### config.mk
export PLATFORM = sky130hd
export DESIGN_NAME = voice_mod
export DESIGN_NICKNAME = d
export VERILOG_FILES = /design/src/voice_mod_pkg.sv /design/src/voice_mod.sv
export SDC_FILE = /design/constraint.sdc
export NUM_CORES = 1
export LEC_CHECK = 0
export ABC_CLOCK_PERIOD_IN_PS = 2200
export BUFFER_PORTS_ARGS = -buffer_cell sky130_fd_sc_hd__buf_2
export CORE_MARGIN = 2
export CORE_UTILIZATION = 47
export DETAILED_ROUTE_END_ITERATION = 8
export MAX_ROUTING_LAYER = met4
export PLACE_DENSITY = 0.83
export SETUP_SLACK_MARGIN = 0.5
export SYNTH_ARGS = -nofsm -noshare
export SYNTH_HDL_FRONTEND = slang
export SYNTH_SLANG_ARGS = --single-unit
### constraint.sdc
create_clock -name clk_in -period 2.2 [get_ports clk_in]
set_input_delay 0.22 -clock clk_in [delete_from_list [all_inputs] [get_ports clk_in]]
set_output_delay 0.22 -clock clk_in [all_outputs]
set_load 0.03 [all_outputs]
### src/voice_mod_pkg.sv
// package: register map, field positions and carriers for voice modulation
package voice_mod_pkg;

    localparam int unsigned ADDR_W = 5;
    localparam int unsigned DATA_W = 8;
    localparam int unsigned WAVE_W = 8;

    // register offsets
    localparam logic [ADDR_W-1:0] VOICE1_CTRL_OFS = 5'h04;
    localparam logic [ADDR_W-1:0] MODE_VOL_OFS    = 5'h18;

    // voice 1 control fields
    localparam int unsigned GATE_BIT = 0;
    localparam int unsigned SYNC_BIT = 1;
    localparam int unsigned RING_BIT = 3;
    localparam int unsigned TRI_BIT  = 4;

    // mode/volume fields
    localparam int unsigned MUTE3_BIT = 7;

    localparam logic [DATA_W-1:0] CTRL_RESET = 8'h00;
    localparam logic [DATA_W-1:0] MODE_RESET = 8'h00;
    localparam logic [WAVE_W-1:0] WAVE_ZERO  = 8'h00;

    // decoded voice 1 control
    typedef struct packed {
        logic tri_sel;
        logic ring_en;
        logic sync_en;
        logic gate;
    } voice1_ctrl_s;

    // register write port
    typedef struct packed {
        logic              wr;
        logic [ADDR_W-1:0] addr;
        logic [DATA_W-1:0] data;
    } reg_wr_s;

endpackage

### src/voice_mod.sv
// voice 1 sync / ring modulation combiner with voice 3 mute
//
// Contract
// RULE1 - sync bit set: voice 1 is synchronized to voice 3.
// RULE2 - sync active: output is AND of both waveforms, zero if either zero.
// RULE3 - control bit 0 gates voice 1 whatever modulation is chosen.
// RULE4 - control bit 4 selects oscillator 1 triangle; sync/ring may join.
// RULE5 - ring bit set: ring mix of oscillators 1 and 3 replaces triangle.
// RULE6 - gate, sync and triangle written together start gated synced sound.
// RULE7 - top bit of mode/volume register mutes voice 3 audio.
// RULE8 - one control write updates all bits together, effective next sample.
`timescale 1ns/1ps

module voice_mod (
    // clock and reset
    input  wire logic                               clk_in,
    input  wire logic                               rstn_in,
    // register write port
    input  wire voice_mod_pkg::reg_wr_s             reg_wr_in,
    // oscillator waveforms
    input  wire logic [voice_mod_pkg::WAVE_W-1:0]   osc1_tri_in,
    input  wire logic [voice_mod_pkg::WAVE_W-1:0]   osc3_tri_in,
    input  wire logic                               osc3_msb_in,
    // register readback
    output logic [voice_mod_pkg::DATA_W-1:0]        ctrl_rd_out,
    // voice outputs
    output logic                                    gate1_out,
    output logic                                    sync1_out,
    output logic [voice_mod_pkg::WAVE_W-1:0]        voice1_wave_out,
    output logic [voice_mod_pkg::WAVE_W-1:0]        voice3_wave_out
);

    ////////////////////////////////////////////////////////////////////////
    // storage

    logic [voice_mod_pkg::DATA_W-1:0] ctrl_r;
    logic [voice_mod_pkg::DATA_W-1:0] mode_r;

    ////////////////////////////////////////////////////////////////////////
    // decode and combination nets

    logic                             ctrl_hit;
    logic                             mode_hit;
    voice_mod_pkg::voice1_ctrl_s      v1;
    logic                             mute3;
    logic [voice_mod_pkg::WAVE_W-1:0] ring_mask;
    wire  [voice_mod_pkg::WAVE_W-1:0] v1_nxt;
    wire  [voice_mod_pkg::WAVE_W-1:0] v3_nxt;
    logic                             gate_nxt;
    logic                             sync_nxt;
    logic [voice_mod_pkg::DATA_W-1:0] ctrl_rd_nxt;

    ////////////////////////////////////////////////////////////////////////
    // register write decode

    // unmapped offsets are dropped with no sign, as the host expects
    always_comb begin
        ctrl_hit = 1'h0;
        mode_hit = 1'h0;
        if (reg_wr_in.wr) begin
            if (reg_wr_in.addr == voice_mod_pkg::VOICE1_CTRL_OFS) begin
                ctrl_hit = 1'h1;
            end
            if (reg_wr_in.addr == voice_mod_pkg::MODE_VOL_OFS) begin
                mode_hit = 1'h1;
            end
        end
    end

    ////////////////////////////////////////////////////////////////////////
    // registers

    // whole byte stored in one edge so no half-updated mode is seen
    always_ff @(posedge clk_in or negedge rstn_in) begin
        if (!rstn_in) begin
            ctrl_r <= voice_mod_pkg::CTRL_RESET;
        end else if (ctrl_hit) begin
            ctrl_r <= reg_wr_in.data; // see RULE8 see RULE6
        end
    end

    // only the mute bit matters here; filter and volume bits live elsewhere
    always_ff @(posedge clk_in or negedge rstn_in) begin
        if (!rstn_in) begin
            mode_r <= voice_mod_pkg::MODE_RESET;
        end else if (mode_hit) begin
            mode_r <= reg_wr_in.data;
        end
    end

    ////////////////////////////////////////////////////////////////////////
    // control field decode

    always_comb begin
        v1         = '0;
        v1.gate    = ctrl_r[voice_mod_pkg::GATE_BIT];
        v1.sync_en = ctrl_r[voice_mod_pkg::SYNC_BIT];
        v1.ring_en = ctrl_r[voice_mod_pkg::RING_BIT];
        v1.tri_sel = ctrl_r[voice_mod_pkg::TRI_BIT];
    end

    // voice 3 mute is a plain level; no write sequencing is needed
    always_comb begin
        mute3 = mode_r[voice_mod_pkg::MUTE3_BIT];
    end

    ////////////////////////////////////////////////////////////////////////
    // waveform combination, one slice per sample bit

    // ring: voice 3 msb flips every triangle bit, a cheap xor
    // stand-in for a true multiplier
    assign ring_mask = {voice_mod_pkg::WAVE_W{osc3_msb_in}};

    for (genvar b = 0; b < voice_mod_pkg::WAVE_W; b++) begin : g_bit
        logic ring_bit;
        logic tri_bit;
        logic sel_bit;
        logic and_bit;
        logic out_bit;
        logic v3_bit;

        // ring replaces the plain triangle when selected
        always_comb begin
            ring_bit = osc1_tri_in[b] ^ ring_mask[b];
            tri_bit  = osc1_tri_in[b];
            if (v1.ring_en) begin
                tri_bit = ring_bit; // see RULE5
            end
        end

        // triangle select may be combined with either modulator
        always_comb begin
            sel_bit = voice_mod_pkg::WAVE_ZERO[b];
            if (v1.tri_sel) begin
                sel_bit = tri_bit; // see RULE4
            end
        end

        // sync: and with voice 3, so a zero on either side gives zero
        always_comb begin
            and_bit = sel_bit & osc3_tri_in[b];
            out_bit = sel_bit;
            if (v1.sync_en) begin
                out_bit = and_bit; // see RULE1 see RULE2
            end
        end

        // muted voice 3 still feeds the modulators above
        always_comb begin
            v3_bit = osc3_tri_in[b];
            if (mute3) begin
                v3_bit = voice_mod_pkg::WAVE_ZERO[b]; // see RULE7
            end
        end

        assign v1_nxt[b] = out_bit;
        assign v3_nxt[b] = v3_bit;
    end

    ////////////////////////////////////////////////////////////////////////
    // output next values

    always_comb begin
        gate_nxt = v1.gate; // see RULE3
    end

    always_comb begin
        sync_nxt = v1.sync_en; // see RULE1
    end

    always_comb begin
        ctrl_rd_nxt = ctrl_r;
    end

    ////////////////////////////////////////////////////////////////////////
    // outputs, each straight from its own flip-flop

    // one register stage keeps every output glitch free toward the mixer
    always_ff @(posedge clk_in or negedge rstn_in) begin
        if (!rstn_in) begin
            voice1_wave_out <= voice_mod_pkg::WAVE_ZERO;
        end else begin
            voice1_wave_out <= v1_nxt;
        end
    end

    always_ff @(posedge clk_in or negedge rstn_in) begin
        if (!rstn_in) begin
            voice3_wave_out <= voice_mod_pkg::WAVE_ZERO;
        end else begin
            voice3_wave_out <= v3_nxt;
        end
    end

    // gate follows bit 0 whatever waveform or modulator is chosen
    always_ff @(posedge clk_in or negedge rstn_in) begin
        if (!rstn_in) begin
            gate1_out <= voice_mod_pkg::CTRL_RESET[voice_mod_pkg::GATE_BIT];
        end else begin
            gate1_out <= gate_nxt;
        end
    end

    // sync flag tells the oscillator logic to follow voice 3
    always_ff @(posedge clk_in or negedge rstn_in) begin
        if (!rstn_in) begin
            sync1_out <= voice_mod_pkg::CTRL_RESET[voice_mod_pkg::SYNC_BIT];
        end else begin
            sync1_out <= sync_nxt;
        end
    end

    // readback lags the register by one cycle, like every other output
    always_ff @(posedge clk_in or negedge rstn_in) begin
        if (!rstn_in) begin
            ctrl_rd_out <= voice_mod_pkg::CTRL_RESET;
        end else begin
            ctrl_rd_out <= ctrl_rd_nxt;
        end
    end

endmodule

**Word level (Yosys, flattened, before mapping)**

Index checks and enable logic that the tools add are counted.

- Bits in registers: 42
- Latch bits: 0
- RAM bits: 0
- ROM bits: 0
- Input port bits: 33
- Memories kept: 0

- Add/sub/neg operators: 0
- Multipliers: 0
- Div/mod/pow operators: 0
- $lt $le $gt $ge: 0
- Eq/ne operators: 2
- Shift-type cells: 0
- Muxes and demuxes: 36
- Bitwise gates (word level): 16
- Reduce and logical (&&, ||, !) cells: 0

Operators with widths:

| kind | count |
|---|---|
| two-way mux 1 bit | 36 |
| AND 1 bit | 8 |
| XOR 1 bit | 8 |
| equality test 5 x 3 -> 1 bit (second input constant) | 1 |
| equality test 5 bit (second input constant) | 1 |

**Depth between registers and ports, before layout**

- Depth after elaboration: 5
- Mapped depth: 3

**Least setup slack after synthesis**

OpenSTA, ideal clock, no wires.

- Kind: in2reg
- Start: input port reg_wr_in[9] (netlist name)
- End: register ctrl_r[0] (netlist name)
- Setup time: 0.125 ns
- Arrival time: 0.898 ns
- Setup slack: 1.177 ns
- Cell stages on the path: 3
- Buffers on the path: 0
- Cells stage by stage: nor3b_2 nand3_4 mux2_2

- Longest elaborated chain between the ends: 3

Ends and longest elaborated chain:

| what | line | text |
|---|---|---|
| from (decl) | voice_mod.sv:19 | `input wire voice_mod_pkg::reg_wr_s reg_wr_in,` |
| equality test 5 x 3 -> 1 bit | voice_mod.sv:61 | `if (reg_wr_in.addr == voice_mod_pkg::VOICE1_CTRL_OFS) begin` |
| two-way mux 1 bit | voice_mod.sv:61 |  |
| two-way mux 1 bit | voice_mod.sv:60 | `if (reg_wr_in.wr) begin` |
| to (signal assigned) | voice_mod.sv:76 | `ctrl_r <= voice_mod_pkg::CTRL_RESET;` |
| to (signal assigned) | voice_mod.sv:78 | `ctrl_r <= reg_wr_in.data;` |
| to (decl) | voice_mod.sv:36 | `logic [voice_mod_pkg::DATA_W-1:0] ctrl_r;` |

No other way between the ends.
A chain may end at the register's enable or synchronous reset.

**Worst setup path in the final report**

- Start: register ctrl_r[3] (netlist name)
- End: register voice1_wave_out[1] (netlist name)

- Longest elaborated chain between the ends: 4

Ends and longest elaborated chain:

| what | line | text |
|---|---|---|
| two-way mux 1 bit (*) | voice_mod.sv:126 | `if (v1.ring_en) begin` |
| two-way mux 1 bit (*) | voice_mod.sv:134 | `if (v1.tri_sel) begin` |
| AND 1 bit | voice_mod.sv:141 | `and_bit = sel_bit & osc3_tri_in[b];` |
| two-way mux 1 bit (*) | voice_mod.sv:143 | `if (v1.sync_en) begin` |
| net g_bit[1].out_bit | voice_mod.sv:119 | `logic out_bit;` |
| to (signal assigned) | voice_mod.sv:181 | `voice1_wave_out <= voice_mod_pkg::WAVE_ZERO;` |
| to (signal assigned) | voice_mod.sv:183 | `voice1_wave_out <= v1_nxt;` |
| to (decl) | voice_mod.sv:29 | `output logic [voice_mod_pkg::WAVE_W-1:0] voice1_wave_out,` |

The timed path passes the listed nets; every way through them passes the cells marked *.

==> tab_implementation.tex <==
\begin{tabular}{lr}
\hline
Metric & Value \\
\hline
\multicolumn{2}{l}{\textbf{Routing}} \\
Met3 wire length & $\sim$180 um \\
Total vias in the final route & approximately 800 \\
Count of TritonRoute iterations in the first routing pass & 4 \\
Antenna-violating nets left & 0 \\
DRC viols & 0 \\
Drt wl/cell & 12.36 um \\
Final wirelength & roughly 2200 um \\
Top routing layer in use & met4 \\
Vias per cell & 4.619 \\
Routed metal-1 wire length & between 800 and 900 um \\
Starting DRC count in detailed routing & 6 \\
Met2 routed wirelength & 1065 um \\
\multicolumn{2}{l}{\textbf{Logic synthesis}} \\
Fraction of synthesized area in multiplexers & 8.571\% \\
Simple-gate area share of the yosys netlist & a little over a tenth \\
Adder and majority gate portion of the synthesized area & 0\% \\
Post-Synthesis Mean Instance Area & 14.42 um\^{}2 \\
Number of warnings reported in the yosys synthesis log & 0 \\
Xor and xnor fraction of the mapped netlist area & between 5 and 6\% \\
Flop and latch count out of synthesis & 33 \\
Netlist cell types & 12 \\
Synthesized netlist net count & $\sim$120 \\
Gate count of the mapped netlist & between 80 and 90 \\
Post-synthesis compound-gate area fraction & approximately 3.4\% \\
Main combinational cell family by area after synthesis & simple AND/OR/NAND/NOR gates \\
Total standard cell area after synthesis & approximately 1200 um\^{}2 \\
Proportion of synthesized chip area in sequential cells & a little over two thirds \\
\multicolumn{2}{l}{\textbf{STA}} \\
Endpoints failing hold & 0 \\
Fin. max-slew vios & 0 \\
Unrepaired setup endpoints after global routing & false \\
Final period util & between 50\% and 60\% \\
FMAX & about 900 MHz \\
Worst slew slack as a fraction of its limit & a little over half \\
Setup Skew & 0.005788 ns \\
Tightest Pin Transition & $\sim$0.68 ns \\
Setup Viol. Count Final & 0 \\
Final Critical Period & about 1.1 ns \\
Final setup TNS & 0 ns \\
\multicolumn{2}{l}{\textbf{Clocking}} \\
Total clock buffers created by CTS & 5 \\
Clock-pin slew of the registers on the worst-case setup and hold paths & $\sim$0.090 ns \\
Max clock buf depth & 2 \\
CTS sink count & 33 \\
Cell chosen for the clock root & sky130\_fd\_sc\_hd\_\_clkbuf\_4 \\
Clock H-tree levels & 2 \\
Insertion delay to the later sink of the worst-skew pair & $\sim$0.31 ns \\
Number of post-CTS setup repair buffers & 0 \\
Clock tree from TritonCTS & done \\
\multicolumn{2}{l}{\textbf{Power}} \\
Switching part of the total power & between 30 and 40\% \\
Power per cell area & around 930 nW/um\^{}2 \\
Sw power & $\sim$480 uW \\
Reported leakage power & 0.0008345 uW \\
Sequential Power Share & 51.9\% \\
Max rail drop VDD & roughly 540 uV \\
Part of the total power dissipated in the clock network & about 23\% \\
Comb power frac & between 20\% and 30\% \\
Internal power & around 1000 uW \\
\multicolumn{2}{l}{\textbf{Place}} \\
RD Place Congestion & slightly above 0.7 \\
Estimated wirelength of the detail-placed design & roughly 1600 um \\
DP Area & roughly 1500 um\^{}2 \\
Total placed cells including tap cells & 168 \\
Number of port buffers & 58 \\
\multicolumn{2}{l}{\textbf{Setup path}} \\
Worst setup SP type & flip-flop \\
Critical path required time & 2.40 ns \\
WP data arrival & between 1 and 1.5 ns \\
Crit Path Category & flip-flop to flip-flop \\
Cell-by-cell listing of the critical path & nand2\_1 -> xor2\_1 -> nor2\_1 \\
Kind of end point of the critical path & flip-flop \\
Buf+Inv Stages, Crit Path & 0 \\
Cell family with the largest share of critical-path delay & flip-flops \\
Biggest fanout along the worst timing path & 8 \\
CP max-delay cell & sky130\_fd\_sc\_hd\_\_dfrtp\_1 \\
Critical path's largest stage delay & 0.41 ns \\
\multicolumn{2}{l}{\textbf{Layout}} \\
Non-filler instance count after layout & about 180 \\
Area of combinational cells with multiple inputs & roughly 340 um\^{}2 \\
Fill cell total of the finished layout & $\sim$190 \\
Total number of nets in the final design & around 180 \\
Fraction of the core area covered by cells at the end of the flow & 64.15\% \\
Share of post-route cells with drive strength above 1 & 51.37\% \\
Antenna diode count & 0 \\
Post-route cell area & between 1500 and 2000 um\^{}2 \\
Register cell area after layout & approximately 830 um\^{}2 \\
Area overhead of the layout relative to synthesis & 31.96\% \\
\multicolumn{2}{l}{\textbf{Worst hold path}} \\
Classification of the worst-slack hold path & input port to flip-flop \\
\multicolumn{2}{l}{\textbf{Floorplan}} \\
Die extent in y & $\sim$54 um \\
Number of rows created at floorplan & 18 \\
Total die area & approximately 3000 um\^{}2 \\
Starting density of the core & about 49\% \\
Total I/O pin count & 59 \\
Chip width & about 54 um \\
CORE AREA & about 2400 um\^{}2 \\
\multicolumn{2}{l}{\textbf{Global routing}} \\
Vias in the first global route & around 800 \\
Number of antenna violations at the first check in global routing & 0 \\
Pin count of the biggest net entering global routing & 34 \\
Gr ovfl total & 0 \\
Global-route wire length before repair & around 3400 um \\
Total global-route track usage & 17.85\% \\
\multicolumn{2}{l}{\textbf{Status}} \\
Status & completed \\
\multicolumn{2}{l}{\textbf{Run}} \\
Total of max-cap violations & 0 \\
\hline
\end{tabular}
## power by group through the flow
| stage | Clock, uW | Combinational [uW] | Sequential (uW) |
|---|---|---|---|
| 2_1_floorplan | 0 | 109 | 894 |
| 3_3_place_gp | 0 | 365 | 761 |
| 3_5_place_dp | 0 | 373 | 767 |
| 4_1_cts | 336 | 375 | 755 |
| 5_1_grt | 357 | 408 | 766 |
| 6_report | 327 | 371 | 753 |
## worst register-to-register path: stages (launching register included)
cell and delay (ns):
sky130_fd_sc_hd__dfrtp_1 0.41, sky130_fd_sc_hd__nand2_1 0.33, sky130_fd_sc_hd__xor2_1 0.22, sky130_fd_sc_hd__nor2_1 0.07
## synth_stat cells
library cell / number / area share (%)
sky130_fd_sc_hd__dfrtp_1: 33 / 70
sky130_fd_sc_hd__nand4b_1: 1 / 0.74
sky130_fd_sc_hd__nand3_4: 1 / 1.5
sky130_fd_sc_hd__xor2_1: 8 / 5.9
sky130_fd_sc_hd__o21ai_0: 8 / 3.4
sky130_fd_sc_hd__inv_1: 1 / 0.32
sky130_fd_sc_hd__mux2_2: 9 / 8.6
sky130_fd_sc_hd__nand2_1: 1 / 0.32
sky130_fd_sc_hd__nor3b_2: 1 / 1.1
sky130_fd_sc_hd__nor2b_1: 8 / 4.2
sky130_fd_sc_hd__buf_4: 2 / 1.3
sky130_fd_sc_hd__nor2_1: 9 / 2.9
## cells in the final DEF (no fill, tap or decap)
cell type	n
sky130_fd_sc_hd__buf_2	58
sky130_fd_sc_hd__dfrtp_1	33
sky130_fd_sc_hd__nor2_1	9
sky130_fd_sc_hd__mux2_2	9
sky130_fd_sc_hd__xor2_1	8
sky130_fd_sc_hd__o21ai_0	8
sky130_fd_sc_hd__nor2b_1	8
sky130_fd_sc_hd__clkbuf_4	5
sky130_fd_sc_hd__nand2_1	1
sky130_fd_sc_hd__inv_1	1
sky130_fd_sc_hd__nor3b_2	1
sky130_fd_sc_hd__nand3_4	1
sky130_fd_sc_hd__nand4b_1	1
sky130_fd_sc_hd__clkbuf_1	1
sky130_fd_sc_hd__clkbuf_8	1
sky130_fd_sc_hd__dlygate4sd3_1	1
## cell type report
type	count	area share (%)
Multi-Input combinational cell	46	21.65
Sequential cell	33	52.93
Inverter	1	0.2406
Timing Repair Buffer	59	19.25
Tap cell	30	2.406
Clock buffer	7	3.528
## final timing paths
kind | cells after the start | start | end | slack (ns)
worst max-delay path | 3 | ctrl_r[3] | voice1_wave_out[1] | 1.06
worst min-delay path | 2 | reg_wr_in[5] | ctrl_r[5] | 0.13
worst max register to register | 3 | ctrl_r[3] | voice1_wave_out[1] | 1.06
worst min register to register | 0 | ctrl_r[7] | ctrl_rd_out[7] | 0.38
max in group asynchronous | 2 | rstn_in | voice3_wave_out[1] | 1.29
min in group asynchronous | 2 | rstn_in | voice3_wave_out[0] | 0.47
## sequential cells by signal, indices dropped and copies added, names as in the netlist
name             flops
mode_r               1
ctrl_r               8
voice1_wave_out      8
ctrl_rd_out          8
voice3_wave_out      8
## kinds of logic (layout without fill, tap and decap cells)
| group | count (synthesis) | count (layout) |
|---|---|---|
| buf+inv | 3 | 67 |
| flops | 33 | 33 |
| xor+xnor | 8 | 8 |
| compound gates | 8 | 8 |
| mux | 9 | 9 |
| simple gates | 21 | 21 |
## routing by layer
metal	global-route usage (%)	up-vias
li1	-	394
met1	20.58	376
met2	27.91	39
met3	4.167	4
met4	11.25	0
met5	-	-
## repair_timing
item / in CTS / in global routing
gates resized for setup: 0 / 0
hold buffers: 1 / 0
hold endpoints to repair: 33 / 0
## metrics by stage
stage               total power (uW)  worst slack (ns)  hold slack (ns)
floorplan                       1003             1.177         -0.07559
global placement                1127             1.031           0.2857
detailed placement              1140            0.9752           0.2990
CTS                             1465             1.040           0.1146
global route                    1531            0.9619           0.1229
finish                          1451             1.061           0.1270
(Power assumes the default switching activity.)
